`src/lpcfg_regs.vh`:
```
// Purpose: Offsets, fields, reset values and codes of the loop A config block
// Assumes: 9-bit register address, 8-bit data
// Notes:   Definitions only
`ifndef LPCFG_REGS_VH
`define LPCFG_REGS_VH
`define LPCFG_OFF_PAIR_7_6    9'h0EF
`define LPCFG_OFF_PAIR_9_8    9'h0F0
`define LPCFG_OFF_PAIR_10     9'h0F1
`define LPCFG_OFF_PAGE        9'h0FF
`define LPCFG_OFF_CTRL        9'h100
`define LPCFG_OFF_RANGE       9'h102
`define LPCFG_OFF_MODE        9'h103
`define LPCFG_RST_PAIR_7_6    8'h76
`define LPCFG_RST_PAIR_9_8    8'h98
`define LPCFG_RST_PAIR_10     8'h0A
`define LPCFG_RST_PAGE        8'h00
`define LPCFG_RST_CTRL        8'h0C
`define LPCFG_RST_RANGE       8'h00
`define LPCFG_RST_MODE        8'h03
`define LPCFG_CTRL_BW_HI      7
`define LPCFG_CTRL_BW_LO      5
`define LPCFG_CTRL_REALIGN    4
`define LPCFG_CTRL_PSL_HI     3
`define LPCFG_CTRL_PSL_LO     2
`define LPCFG_MODE_REF_HI     7
`define LPCFG_MODE_REF_LO     4
`define LPCFG_MODE_HI         2
`define LPCFG_MODE_LO         0
`define LPCFG_MODE_FREERUN    3'h0
`define LPCFG_MODE_HOLDOVER   3'h1
`define LPCFG_MODE_FORCED     3'h2
`define LPCFG_MODE_AUTO       3'h3
`define LPCFG_MODE_NCO        3'h4
`define LPCFG_PAIR_MAX        4'hA
`define LPCFG_NUM_REFS        11
`endif

```
`src/lpcfg_top.v`:
```
// Purpose: Register file and mode decode for loop A of a clock translator
// Assumes: Host register port on clk; reference fail flags on pins
// Notes:   Loop A datapath lies outside; this block drives its settings
// Overview of operation
// - Register 0x0EF holds pairing nibbles for references six and seven.
// - Register 0x0F0 holds pairing nibbles for references eight and nine.
// - Register 0x0F1 holds reference ten pairing; upper bits stay at reset.
// - Own number means no sync; 0x0-0xA name sync ref; others reserved.
// - Locked to paired reference, align outputs to the paired frame pulse.
// - Page register value selects the page for serial register accesses.
// - Control bits 7:5 choose loop filter corner, 14 Hz to 5.2 Hz.
// - Control bit 4 realigns outputs to the configured reset phase position.
// - Control bits 3:2 choose phase slope limit or unlimited.
// - Slope limit is not strict; transients may exceed it.
// - Capture range bits 2:0 select pull-in range; 101 and 110 reserved.
// - Mode bits 2:0 select freerun, holdover, forced, auto or NCO.
// - Forced mode locks loop A to the reference in mode bits 7:4.
// - Forced reference failure sends loop A into holdover, no switching.
// - Forced reference field is ignored outside forced mode.
`timescale 1ns/10ps
module lpcfg_top (
  clk,
  rst,
  reg_addr,
  reg_wr,
  reg_rd,
  reg_wdata,
  reg_rdata,
  ref_fail,
  auto_ref,
  page_sel,
  bw_code,
  psl_code,
  realign_clear,
  range_code,
  eff_mode,
  lock_ref,
  lock_ref_valid,
  align_sync_en,
  align_sync_ref,
  cfg_error
);
  input  wire        clk;
  input  wire        rst;
  input  wire [8:0]  reg_addr;
  input  wire        reg_wr;
  input  wire        reg_rd;
  input  wire [7:0]  reg_wdata;
  output reg  [7:0]  reg_rdata;
  input  wire [10:0] ref_fail;
  input  wire [3:0]  auto_ref;
  output wire [7:0]  page_sel;
  output wire [2:0]  bw_code;
  output wire [1:0]  psl_code;
  output wire        realign_clear;
  output wire [2:0]  range_code;
  output reg  [2:0]  eff_mode;
  output reg  [3:0]  lock_ref;
  output reg         lock_ref_valid;
  output reg         align_sync_en;
  output reg  [3:0]  align_sync_ref;
  output reg         cfg_error;
`include "lpcfg_regs.vh"

  reg  [7:0]  pair_7_6_r;
  reg  [7:0]  pair_9_8_r;
  reg  [3:0]  pair_10_r;
  reg  [7:0]  page_r;
  reg  [7:0]  ctrl_r;
  reg  [7:0]  range_r;
  reg  [7:0]  mode_r;
  reg  [10:0] fail_s1_r;
  reg  [10:0] fail_s2_r;
  reg  [3:0]  auto_s1_r;
  reg  [3:0]  auto_s2_r;
  reg  [3:0]  auto_s3_r;
  reg  [3:0]  auto_sel_r;
  reg  [7:0]  rdata_nxt;
  reg  [2:0]  eff_mode_nxt;
  reg  [3:0]  lock_ref_nxt;
  reg         lock_valid_nxt;
  reg  [3:0]  sel_code;
  reg  [3:0]  pair_nib;
  wire        pd_has_sync;
  wire [3:0]  pd_sync_ref;
  wire        pd_bad;
  wire [2:0]  mode_code;
  wire [3:0]  forced_ref;
  wire        range_bad;
  wire        mode_bad;
  // Reset values sliced where reserved bits are rebuilt
  localparam [7:0] RST_P10  = `LPCFG_RST_PAIR_10;
  localparam [7:0] RST_CTRL = `LPCFG_RST_CTRL;

  // Reference index in range 0..10
  function ref_ok;
    input [3:0] r;
    begin
      ref_ok = (r <= `LPCFG_PAIR_MAX);
    end
  endfunction

  // Write strobe for one register offset
  function wr_hit;
    input       wr;
    input [8:0] addr;
    input [8:0] off;
    begin
      wr_hit = wr && (addr == off);
    end
  endfunction

  // Host writes, one block per register
  // Pairing nibbles, references six and seven
  always @(posedge clk) begin
    if (rst) begin
      pair_7_6_r <= `LPCFG_RST_PAIR_7_6;
    end else if (wr_hit(reg_wr, reg_addr, `LPCFG_OFF_PAIR_7_6)) begin
      pair_7_6_r <= reg_wdata;
    end
  end

  // Pairing nibbles, references eight and nine
  always @(posedge clk) begin
    if (rst) begin
      pair_9_8_r <= `LPCFG_RST_PAIR_9_8;
    end else if (wr_hit(reg_wr, reg_addr, `LPCFG_OFF_PAIR_9_8)) begin
      pair_9_8_r <= reg_wdata;
    end
  end

  // Pairing nibble, reference ten; reserved upper bits not stored
  always @(posedge clk) begin
    if (rst) begin
      pair_10_r <= RST_P10[3:0];
    end else if (wr_hit(reg_wr, reg_addr, `LPCFG_OFF_PAIR_10)) begin
      pair_10_r <= reg_wdata[3:0];
    end
  end

  // Serial page
  always @(posedge clk) begin
    if (rst) begin
      page_r <= `LPCFG_RST_PAGE;
    end else if (wr_hit(reg_wr, reg_addr, `LPCFG_OFF_PAGE)) begin
      page_r <= reg_wdata;
    end
  end

  // Loop control; reserved low bits keep reset value
  always @(posedge clk) begin
    if (rst) begin
      ctrl_r <= `LPCFG_RST_CTRL;
    end else if (wr_hit(reg_wr, reg_addr, `LPCFG_OFF_CTRL)) begin
      ctrl_r <= {reg_wdata[7:2], RST_CTRL[1:0]};
    end
  end

  // Capture range; reserved upper bits stay zero
  always @(posedge clk) begin
    if (rst) begin
      range_r <= `LPCFG_RST_RANGE;
    end else if (wr_hit(reg_wr, reg_addr, `LPCFG_OFF_RANGE)) begin
      range_r <= {5'h00, reg_wdata[2:0]};
    end
  end

  // Mode and forced reference; bit 3 reserved
  always @(posedge clk) begin
    if (rst) begin
      mode_r <= `LPCFG_RST_MODE;
    end else if (wr_hit(reg_wr, reg_addr, `LPCFG_OFF_MODE)) begin
      mode_r <= {reg_wdata[7:4], 1'b0, reg_wdata[2:0]};
    end
  end

  // Read mux; unmapped offsets read zero
  always @* begin
    case (reg_addr)
      `LPCFG_OFF_PAIR_7_6: rdata_nxt = pair_7_6_r;
      `LPCFG_OFF_PAIR_9_8: rdata_nxt = pair_9_8_r;
      `LPCFG_OFF_PAIR_10:  rdata_nxt = {RST_P10[7:4], pair_10_r};
      `LPCFG_OFF_PAGE:     rdata_nxt = page_r;
      `LPCFG_OFF_CTRL:     rdata_nxt = ctrl_r;
      `LPCFG_OFF_RANGE:    rdata_nxt = range_r;
      `LPCFG_OFF_MODE:     rdata_nxt = mode_r;
      default:             rdata_nxt = 8'h00;
    endcase
  end

  // Read data held until the next read
  always @(posedge clk) begin
    if (rst) begin
      reg_rdata <= 8'h00;
    end else if (reg_rd) begin
      reg_rdata <= rdata_nxt;
    end
  end

  // Fail flags come from outside the clock domain
  always @(posedge clk) begin
    if (rst) begin
      fail_s1_r <= 11'h000;
      fail_s2_r <= 11'h000;
    end else begin
      fail_s1_r <= ref_fail;
      fail_s2_r <= fail_s1_r;
    end
  end

  // Selector word synchronised, then taken once two samples agree
  always @(posedge clk) begin
    if (rst) begin
      auto_s1_r <= 4'h0;
      auto_s2_r <= 4'h0;
      auto_s3_r <= 4'h0;
    end else begin
      auto_s1_r <= auto_ref;
      auto_s2_r <= auto_s1_r;
      auto_s3_r <= auto_s2_r;
    end
  end

  // Skewed bits of a changing word never reach the loop
  always @(posedge clk) begin
    if (rst) begin
      auto_sel_r <= 4'h0;
    end else if (auto_s2_r == auto_s3_r) begin
      auto_sel_r <= auto_s2_r;
    end
  end

  assign page_sel      = page_r;
  assign bw_code       = ctrl_r[`LPCFG_CTRL_BW_HI:`LPCFG_CTRL_BW_LO];
  assign realign_clear = ctrl_r[`LPCFG_CTRL_REALIGN];
  // Slope limit is a target only; loop may overshoot it
  assign psl_code      = ctrl_r[`LPCFG_CTRL_PSL_HI:`LPCFG_CTRL_PSL_LO];
  assign range_code    = range_r[2:0];
  assign mode_code     = mode_r[`LPCFG_MODE_HI:`LPCFG_MODE_LO];
  assign forced_ref    = mode_r[`LPCFG_MODE_REF_HI:`LPCFG_MODE_REF_LO];
  assign range_bad     = (range_code == 3'h5) || (range_code == 3'h6);
  assign mode_bad      = (mode_code > `LPCFG_MODE_NCO);

  // Mode decode and reference choice
  always @* begin
    eff_mode_nxt   = mode_code;
    lock_ref_nxt   = 4'h0;
    lock_valid_nxt = 1'b0;
    case (mode_code)
      `LPCFG_MODE_FORCED: begin
        // Forced field only read here
        if (!ref_ok(forced_ref) || fail_s2_r[forced_ref]) begin
          eff_mode_nxt = `LPCFG_MODE_HOLDOVER;
        end else begin
          lock_ref_nxt   = forced_ref;
          lock_valid_nxt = 1'b1;
        end
      end
      `LPCFG_MODE_AUTO: begin
        if (ref_ok(auto_sel_r)) begin
          lock_ref_nxt   = auto_sel_r;
          lock_valid_nxt = 1'b1;
        end
      end
      `LPCFG_MODE_FREERUN, `LPCFG_MODE_HOLDOVER, `LPCFG_MODE_NCO: begin
        eff_mode_nxt = mode_code;
      end
      default: begin
        eff_mode_nxt = `LPCFG_MODE_FREERUN;
      end
    endcase
  end

  // Pairing nibble of the locked reference
  always @* begin
    sel_code = lock_ref_nxt;
    case (sel_code)
      4'h6:    pair_nib = pair_7_6_r[3:0];
      4'h7:    pair_nib = pair_7_6_r[7:4];
      4'h8:    pair_nib = pair_9_8_r[3:0];
      4'h9:    pair_nib = pair_9_8_r[7:4];
      4'hA:    pair_nib = pair_10_r;
      default: pair_nib = sel_code;
    endcase
  end

  lpcfg_pair_decode u_pair (
    .pair_code (pair_nib),
    .own_ref   (sel_code),
    .has_sync  (pd_has_sync),
    .sync_ref  (pd_sync_ref),
    .code_bad  (pd_bad)
  );

  always @(posedge clk) begin
    if (rst) begin
      eff_mode       <= `LPCFG_MODE_AUTO;
      lock_ref       <= 4'h0;
      lock_ref_valid <= 1'b0;
      align_sync_en  <= 1'b0;
      align_sync_ref <= 4'h0;
      cfg_error      <= 1'b0;
    end else begin
      eff_mode       <= eff_mode_nxt;
      lock_ref       <= lock_ref_nxt;
      lock_ref_valid <= lock_valid_nxt;
      // Lock stays on clock ref, phase follows paired frame pulse
      align_sync_en  <= lock_valid_nxt && pd_has_sync;
      align_sync_ref <= pd_sync_ref;
      // Reserved codes flagged for the host
      cfg_error      <= range_bad || mode_bad || (lock_valid_nxt && pd_bad);
    end
  end
endmodule

```
`src/lpcfg_pair_decode.v`:
```
// Purpose: Decodes one reference's sync pairing nibble
// Assumes: Nibble and own reference number are same-clock values
// Notes:   Combinational
`timescale 1ns/10ps
module lpcfg_pair_decode (
  pair_code,
  own_ref,
  has_sync,
  sync_ref,
  code_bad
);
  input  wire [3:0] pair_code;
  input  wire [3:0] own_ref;
  output wire       has_sync;
  output wire [3:0] sync_ref;
  output wire       code_bad;
`include "lpcfg_regs.vh"
  // Own number means no sync; 0xB to 0xF are not valid references
  assign code_bad = (pair_code > `LPCFG_PAIR_MAX);
  assign has_sync = (pair_code != own_ref) && !code_bad;
  assign sync_ref = has_sync ? pair_code : own_ref;
endmodule

```
`config.mk`:
```
export PLATFORM = sky130hd
export DESIGN_NAME = lpcfg_top
export DESIGN_NICKNAME = d
export VERILOG_FILES = /design/src/lpcfg_top.v /design/src/lpcfg_pair_decode.v
export VERILOG_INCLUDE_DIRS = /design/src
export SDC_FILE = /design/constraint.sdc
export NUM_CORES = 1
export LEC_CHECK = 0
export BUFFER_PORTS_ARGS = -buffer_cell sky130_fd_sc_hd__buf_4
export CAP_MARGIN = 20
export CORE_MARGIN = 2
export CORE_UTILIZATION = 40
export DETAILED_ROUTE_END_ITERATION = 10
export PLACE_DENSITY = 0.62
export RECOVER_POWER = 25
export SLEW_MARGIN = 40
export SYNTH_ARGS = -nofsm -noshare
export SYNTH_HDL_FRONTEND = slang
export SYNTH_SLANG_ARGS = --single-unit
export TNS_END_PERCENT = 10
```
`constraint.sdc`:
```
create_clock -name clk -period 7.3 [get_ports clk]
set_clock_uncertainty 0.05 [all_clocks]
set_input_delay 0.365 -clock clk [delete_from_list [all_inputs] [get_ports clk]]
set_output_delay 0.365 -clock clk [all_outputs]
set_load 0.005 [all_outputs]
```
After elaboration in Yosys (flattened, before gate mapping)
Index checks and enable logic that the tools add are counted.
{ "op_classes": {"magnitude_cmp": 5, "eq_ne": 20, "n_mux": 13, "reduce_logical": 18} }
{ "op_table": {"columns": ["op", "n"], "rows": [
  ["one-hot mux 8 bit (7 select lines)", 1],
  ["== test 9 x 8 -> 1 bit (second input constant)", 4],
  ["== test 9 bit (second input constant)", 3],
  ["one-hot mux 4 bit (5 select lines)", 1],
  ["== test 4 bit (second input constant)", 3],
  ["2-to-1 mux 4 bit", 3],
  ["logical AND 1 bit", 10],
  ["== test 3 bit (second input constant)", 3],
  ["== test 4 x 3 -> 1 bit (second input constant)", 2],
  ["less-or-equal comparator 4 bit (second input constant)", 2],
  ["one-hot mux 4 bit (2 select lines)", 1],
  ["== test 3 x 2 -> 1 bit (second input constant)", 2],
  ["one-hot mux 3 bit (2 select lines)", 1],
  ["less-than comparator 4 x 5 -> 1 bit (second input constant)", 1],
  ["binary-select mux 1 bit (select 4 bit)", 1],
  ["== test 4 bit", 1],
  ["greater-than comparator 4 bit (second input constant)", 1],
  ["logical OR 1 bit", 4],
  ["inequality test 4 bit", 1],
  ["OR reduction 4 bit", 1],
  ["== test 3 x 1 -> 1 bit (second input constant)", 1],
  ["greater-than comparator 3 bit (second input constant)", 1],
  ["logical NOT 3 bit", 1],
  ["2-to-1 mux 1 bit", 3],
  ["3 further kinds", 4]
]} }
{ "word_totals": {"regBits": 104, "in_bits": 36, "output_inout_bits": 39} }

Longest topological paths before layout
Gate-level depths: netlist of the first run.
{ "logic_depth": {"word_depth": 11, "mapped_depth": 11} }

By module
Synthesis of the first run repeated with hierarchy kept, for this count alone.
{ "hier_totals": {"cells_unflattened": 473, "hier_area_um2": 4524.3} }
{ "modules_own_cells": {"columns": ["module", "instances", "cells_each", "area_per_inst_um2", "seq_area_each_um2"], "rows": [
  ["lpcfg_top", 1, 450, 4364.2, 2082.0],
  ["lpcfg_pair_decode", 1, 23, 160.2, 0.0]
]} }

Worst setup path before layout of the first run
No wires, ideal clock.
{ "synth_timing": {"kind": "flip-flop to flip-flop", "startpoint": "register mode_r[5]", "endpoint": "register align_sync_ref[0]", "t_arrival_ps": 2395, "required_time_ps": 7129, "path_slack_ps": 4734, "path_stages_with_launch": 10, "path_buffers": 0, "period_less_slack_ps": 2566, "cell_sequence": "dfxtp_1 mux4_2 nand2b_4 a21oi_2 a21o_1 a211oi_1 a311oi_2 nand4_2 nand2_2 mux2_4"} }
{ "synth_between": {"elab_chain_len": 11, "word_cells_on_any_way": 18, "classes_between": "2 x order compare; 6 x eq/ne; 6 x mux; 4 x reduce/logical"} }
{ "synth_rtl": {"columns": ["element", "line_no", "text"], "rows": [
  ["start: declaration", "lpcfg_top.v:71", "reg [7:0] mode_r;"],
  ["start signal: assignment", "lpcfg_top.v:171", "mode_r <= `LPCFG_RST_MODE;"],
  ["start signal: assignment", "lpcfg_top.v:173", "mode_r <= {reg_wdata[7:4], 1'b0, reg_wdata[2:0]};"],
  ["binary-select mux 1 bit (select 4 bit) / less-or-equal comparator 4 bit (equally long branches)", null, null],
  ["2-to-1 mux 1 bit (implied by the code) / logical NOT 1 bit (equally long branches)", "lpcfg_top.v:252", "if (!ref_ok(forced_ref) || fail_s2_r[forced_ref]) begin"],
  ["logical OR 1 bit", "lpcfg_top.v:252", null],
  ["2-to-1 mux 4 bit *", "lpcfg_top.v:252", null],
  ["one-hot mux 4 bit (2 select lines) *", "lpcfg_top.v:249", "case (mode_code)"],
  ["== test 4 bit / == test 4 x 3 -> 1 bit (equally long branches)", "lpcfg_top.v:277", "case (sel_code)"],
  ["one-hot mux 4 bit (5 select lines)", "lpcfg_top.v:277", null],
  ["greater-than comparator 4 bit (no line)", null, null],
  ["logical NOT 1 bit", "lpcfg_pair_decode.v:20", "assign has_sync = (pair_code != own_ref) && !code_bad;"],
  ["logical AND 1 bit", "lpcfg_pair_decode.v:20", null],
  ["2-to-1 mux 4 bit *", "lpcfg_pair_decode.v:21", "assign sync_ref = has_sync ? pair_code : own_ref;"],
  ["end signal: assignment", "lpcfg_top.v:309", "align_sync_ref <= pd_sync_ref;"],
  ["end: declaration", "lpcfg_top.v:61", "output reg [3:0] align_sync_ref;"]
]} }
Mark *: on every way between the ends. The rest lies on a longest branch, timed or not. The select of a mux whose other input is x is not followed.
A chain may end at the register's enable or synchronous reset.

==> flow_metrics.tcl, run 1 <==
set metrics [dict create \
    period_share 0.539 \
    relSlewSlack -1.76 \
    cp_data_arrival_time_ns 4.11 \
    yosys_warnings 0 \
    p_per_area_nw_per_um2 205 \
    dieArea_sq_um 12700 \
    gp_congestion 0.943 \
    crit_type "in -> reg" \
    syn_inst 506 \
    coreArea_sq_um 11500 \
    worst_ep_required_time_ns 7.48 \
    start_util 0.412 \
    fin_crit_ns 3.93 \
    drive_gt1_frac 0.219 \
    dp_hpwl_um 8300 \
    first_iter_violations 146 \
    fin_nets 601 \
    ant_nets 0 \
    ios 75 \
    reg2reg_slack_ns 4.02 \
    stdcell_area_sq_um 5620 \
    final_util 0.490 \
    wl_per_cell_um 15.9 \
    grt_overflow 0 \
    hold_viol_final 0 \
    synth_nets 542 \
    setup_violations 0 \
    path_clk_slew_ns 0.07 \
    r2r_cells 9 \
    die_h_um 113 \
    wl_um 11300 \
    vdd_drop_max_mv 0.151 \
    outcome "finished, violations left" \
    die_w_um 113 \
    drc 0 \
    clock_latency_ns 0.34 \
    netlist.area_leader.share 0.440 \
    violations "capacitance limit, slew limit" \
    clkSinkCount 104 \
    cts_resized 0 \
    seqCellArea_sq_um 2080 \
    hold_buffers 0 \
    diodes 0 \
    cts.path.max_buffers 2 \
    synth-edff-count 0 \
    crit_end "align_sync_ref[0]" \
    fillers 1110 \
    syn_to_final_growth_pct 18.8 \
    grt_pass1_vias 3789 \
    synth-seq-cells 104 \
    grt_pass1_wl_um 18800 \
    end_kind "register" \
    async_reset_ff_frac 0 \
    rows 39 \
    netlist_area_sq_um 4730 \
    reg2reg_to "align_sync_ref[3]" \
    p_leak_uw 0.00225 \
    synth_common_cells "dfxtp_1, nor2_1, nor2b_1, nand2_1" \
    max_freq_mhz 254 \
    syn_avg_cell_area_sq_um 9.34 \
    start_kind "input pin" \
    drv_cap 1 \
    grt_max_degree 103 \
    final.setup.tns_ns 0 \
    hp-start "ref_fail[8]" \
    drv_slew 103 \
    worstHoldPathType "in -> reg" \
    finalPower_uw 1150 \
    synth_flop_cell "dfxtp_1" \
    htree_levels 3 \
    r2r_start "mode_r[5]" \
    yosys.cell_count.top_type "dfxtp_1" \
    cts_tree "built" \
    worstPathMaxFanout 102 \
    cts_root_buffer "clkbuf_16" \
    rsz0062_at_grt "no" \
    synthTopCellsByArea "dfxtp_1, mux2i_1, nor2b_1" \
    synthDistinctLibCells 75 \
    cp-startpoint "rst" \
    tightest_slew_ns 4.13 \
    via_per_inst 5.50 \
    numCtsBuffers 9 \
    dr.pass1.iters 5 \
    port_buffers 74 \
    gr-usage-all-layers 0.182 \
    post_cts_buffers 0 \
    placed_area_sq_um 5310 \
    yosysSeqAreaShare 0.440 \
    antenna_found_initial 0 \
    vias 3918 \
    yosysTopAreaCell "dfxtp_1" \
    multi_input_area_sq_um 2460 \
]
[logic make-up after synthesis]
kind of cell | count (synthesis) | share of synthesized area
xor gates and xnor gates | 5 | 0.00926
DFF | 104 | 0.440
and+or+nand+nor | 208 | 0.237
muxes | 47 | 0.104
buffers and inverters | 32 | 0.0392
AOI/OAI and AO/OA | 110 | 0.170
[stage by stage]
step	hold slack [ns]	setup WS, ns	cells
detailed placement	0.372	4.09	697
floorplan	0.364	4.73	506
CTS	0.170	4.07	713
global route	0.178	2.96	713
global placement	0.370	4.22	697
finish	0.177	3.37	713
[cell usage in the layout (no fill, tap or decap), types with 2 or more instances in the layout]
master / count
nor3b_1: 3
a221oi_1: 3
a21o_1: 2
a211o_1: 10
clkbuf_16: 9
nand2_1: 43
nand4_1: 4
nand2b_1: 3
mux2i_1: 42
clkbuf_8: 3
a211oi_2: 2
a222oi_1: 2
dfxtp_1: 104
xnor2_1: 4
a211oi_1: 2
nor2_1: 57
nand3_1: 15
nor4b_4: 2
o21ai_0: 10
nor2b_1: 45
nand3b_1: 4
o21ai_4: 2
o211ai_1: 2
o41ai_2: 2
nor4b_1: 2
a32o_1: 2
a31oi_1: 6
nand2_2: 4
a32oi_1: 2
a21oi_1: 42
o22ai_1: 4
and3_1: 5
nor3_1: 5
buf_4: 73
inv_1: 5
mux2_2: 3
[worst min-delay path by stage]
stage               endpoint  slack [ns]  cells after the start
3_5_place_dp    auto_s2_r[2]        0.37                      1
2_1_floorplan   auto_s2_r[0]        0.36                      1
6_report        fail_s1_r[8]        0.18                      2
5_1_grt        fail_s1_r[10]        0.18                      2
4_1_cts         fail_s1_r[8]        0.17                      2
3_3_place_gp    auto_s2_r[1]        0.37                      1
[layout make-up]
cell class                 instances  share of cell area
multi-input combinational        370               0.438
sequential                       104               0.371
timing repair buffer              75              0.0996
clock buffer                      12              0.0474
tap                              143              0.0319
clock inverter                     4             0.00913
inverter                           5             0.00334
[power breakdown]
group          switching (uW)  internal [uW]
logic                    38.0           34.5
registers                4.75            578
clock network             204            294
[critical path: stages]
cell and delay, ns:
clkbuf_1 2.84, nor3_1 0.38, mux2_4 0.46
[layer usage]
layer | track usage | vias up | part of all wire
met3 | 0.0370 | 19 | 0.057
met2 | 0.288 | 119 | 0.46
met1 | 0.247 | 1860 | 0.46
met5 | 0 | - | 0
li1 | - | 1920 | -
met4 | 0.0683 | 0 | 0.022
[registers in the layout, indices dropped and copies added (netlist names)]
register and count:
fail_s1_r 11, fail_s2_r 11, page_sel 8, pair_7_6_r 8, pair_9_8_r 8, reg_rdata 8, mode_r 7, ctrl_r 6
align_sync_ref 4, auto_s1_r 4, auto_s2_r 4, auto_s3_r 4, auto_sel_r 4, lock_ref 4, pair_10_r 4, eff_mode 3
range_r 3, align_sync_en 1, cfg_error 1, lock_ref_valid 1
Power figures use the tool's default switching activity.
==> run 2, diff against run 1 <==
- ABC_AREA: not set -> 1
- PLACE_DENSITY: 0.62 -> 0.64
- clock period: 7.3 -> 3.5 ns (I/O delays scaled with it)
==> flow_metrics.tcl, run 2 <==
set metrics [dict create \
    synth-xor-area-share 0.00783 \
    gp_congestion 0.895 \
    async_reset_ff_frac 0 \
    synth.area.mux_share 0 \
    p_per_area_nw_per_um2 417 \
    die_w_um 110 \
    r2r_cells 19 \
    switching_power_uw 652 \
    fin_nets 725 \
    synth_common_cells "dfxtp_1, inv_1, nand2_1, nor2_1, a21oi_1" \
    vdd_drop_max_mv 0.316 \
    synth_top_family_by_area "simple AND/OR/NAND/NOR gates" \
    layout.cells.non_filler 834 \
    antenna_found_initial 0 \
    first_iter_violations 211 \
    numCtsBuffers 9 \
    grt_overflow 0 \
    period_share 0.785 \
    vias 4151 \
    rsz0062_at_grt "no" \
    worst_ep_required_time_ns 3.61 \
    p_seq_frac 0.544 \
    cp_data_arrival_time_ns 2.85 \
    clock_latency_ns 0.37 \
    dr.pass1.iters 5 \
    worstPathMaxFanout 12 \
    largest_registers "fail_s1_r (11), fail_s2_r (11)" \
    port_buffers 74 \
    pwr-share-clk 0.325 \
    yosys_warnings 0 \
    hold_slack_ns 0.0144 \
    synth-edff-count 0 \
    fin_crit_ns 2.75 \
    coreArea_sq_um 10900 \
    ios 75 \
    wl_per_cell_um 13.9 \
    setup_violations 0 \
    finalPower_uw 2280 \
    rows 38 \
    wl_um 11600 \
    p_int_uw 1630 \
    synthTopCellsByArea "dfxtp_1, inv_1, nand2_1" \
    sw_frac_of_total 0.286 \
    drc 0 \
    drv_cap 1 \
    netlist.area_leader.share 0.465 \
    ant_nets 0 \
    synth_nets 643 \
    dp_hpwl_um 8580 \
    yosysSeqAreaShare 0.465 \
    cts.path.max_buffers 2 \
    final_common_cell "dfxtp_1" \
    grt_max_degree 63 \
    yosys.cell_count.top_type "dfxtp_1" \
    whs_path_depth 3 \
    violations "capacitance limit, slew limit" \
    placed_area_sq_um 5110 \
    clkSinkCount 104 \
    gr-usage-all-layers 0.199 \
    synth-seq-cells 104 \
    post-place-cells 802 \
    max_freq_mhz 364 \
    yosys.area_share.simple 0.236 \
    hold_viol_final 0 \
    outcome "finished, violations left" \
    syn_avg_cell_area_sq_um 7.37 \
    cts_tree "built" \
    crit_type "reg -> reg" \
    worstHoldPathType "in -> reg" \
    relSlewSlack -0.838 \
    via_per_inst 4.98 \
    grt_pass1_wl_um 18400 \
    path_clk_slew_ns 0.11 \
    drive_gt1_frac 0.174 \
    drv_slew 63 \
    start_kind "register" \
    layout_common_cells "dfxtp_1, inv_1, nor2_1, nand2_1, buf_4" \
    synth_flop_cell "dfxtp_1" \
    tightest_slew_ns 2.76 \
    yosys.area_share.adder 0 \
    end_kind "register" \
    syn_inst 607 \
    synthDistinctLibCells 39 \
    yosysTopAreaCell "dfxtp_1" \
    p_leak_uw 0.00251 \
    die_h_um 110 \
    start_util 0.411 \
    final.setup.tns_ns 0 \
    syn_to_final_growth_pct 22.1 \
    htree_levels 3 \
    diodes 0 \
    stdcell_area_sq_um 5460 \
    grt_pass1_vias 3841 \
    synth_compound_area_frac 0.173 \
    netlist_area_sq_um 4470 \
    cts_root_buffer "clkbuf_8" \
    pwr-share-comb 0.131 \
    dieArea_sq_um 12000 \
]
==> run 2: kinds of logic (layout without fill, tap and decap cells) <==
logic type      after synthesis  count (layout)
xor+xnor                      4               4
simple gates                233             233
buf+inv                     131             218
compound gates              135             135
flops                       104             104
==> run 2: worst max-delay path: stages (launching register included) <==
cell and delay, ns:
dfxtp_1 0.58, inv_4 0.11, nand2_1 0.09, nand3_1 0.11, nand3_2 0.09, nand3_2 0.06
nand2_2 0.10, nand3_2 0.08, nand2_2 0.25, inv_2 0.14, nand4_1 0.10, nand2_1 0.07
nor2_1 0.13, nand2_1 0.08, nand3_1 0.07, nand2_1 0.06, nor2_2 0.09, nand2_2 0.11
nand2_1 0.10, nor2_1 0.04
==> run 2: final timing paths <==
| path | start | end | slack, ns |
|---|---|---|---|
| max | mode_r[4] | align_sync_en | 0.75 |
| min | reg_wdata[5] | pair_7_6_r[5] | 0.01 |
| max reg2reg | mode_r[4] | align_sync_en | 0.75 |
| min reg2reg | fail_s1_r[0] | fail_s2_r[0] | 0.35 |
==> run 2: per-layer routing <==
metal  share of wire  global-route usage  up-vias
met1            0.46               0.253     1888
li1                -                   -     2136
met5               0                   0        -
met3           0.048              0.0397       11
met4           0.012              0.0497        0
met2            0.48               0.345      116
==> run 2: area by class of cell <==
class | count | area, sq um
clock buffer | 9 | 124
multi-input combinational | 372 | 1860
fill | 1100 | 5430
timing repair buffer | 93 | 734
inverter | 109 | 412
clock inverter | 7 | 72.6
tap | 140 | 175
sequential | 104 | 2080
==> run 2: repair_timing <==
item,4_1_cts,5_1_grt
setup buffers,0,0
hold buffers,16,0
endpoints found under the hold margin,16,0
gates resized for setup,0,0
==> run 2: per-stage QoR <==
step | utilization | setup WS, ns
global placement | 0.469 | 0.961
floorplan | - | 1.43
detailed placement | 0.469 | 0.826
CTS | 0.502 | 0.792
finish | 0.502 | 0.753
global route | 0.502 | 0.451
==> run 2: power groups by stage <==
stage | clock network (uW) | registers (uW) | logic (uW)
5_1_grt | 803 | 1240 | 341
2_1_floorplan | 0 | 1270 | 185
4_1_cts | 766 | 1240 | 300
3_5_place_dp | 0 | 1270 | 285
3_3_place_gp | 0 | 1270 | 284
6_report | 740 | 1240 | 300
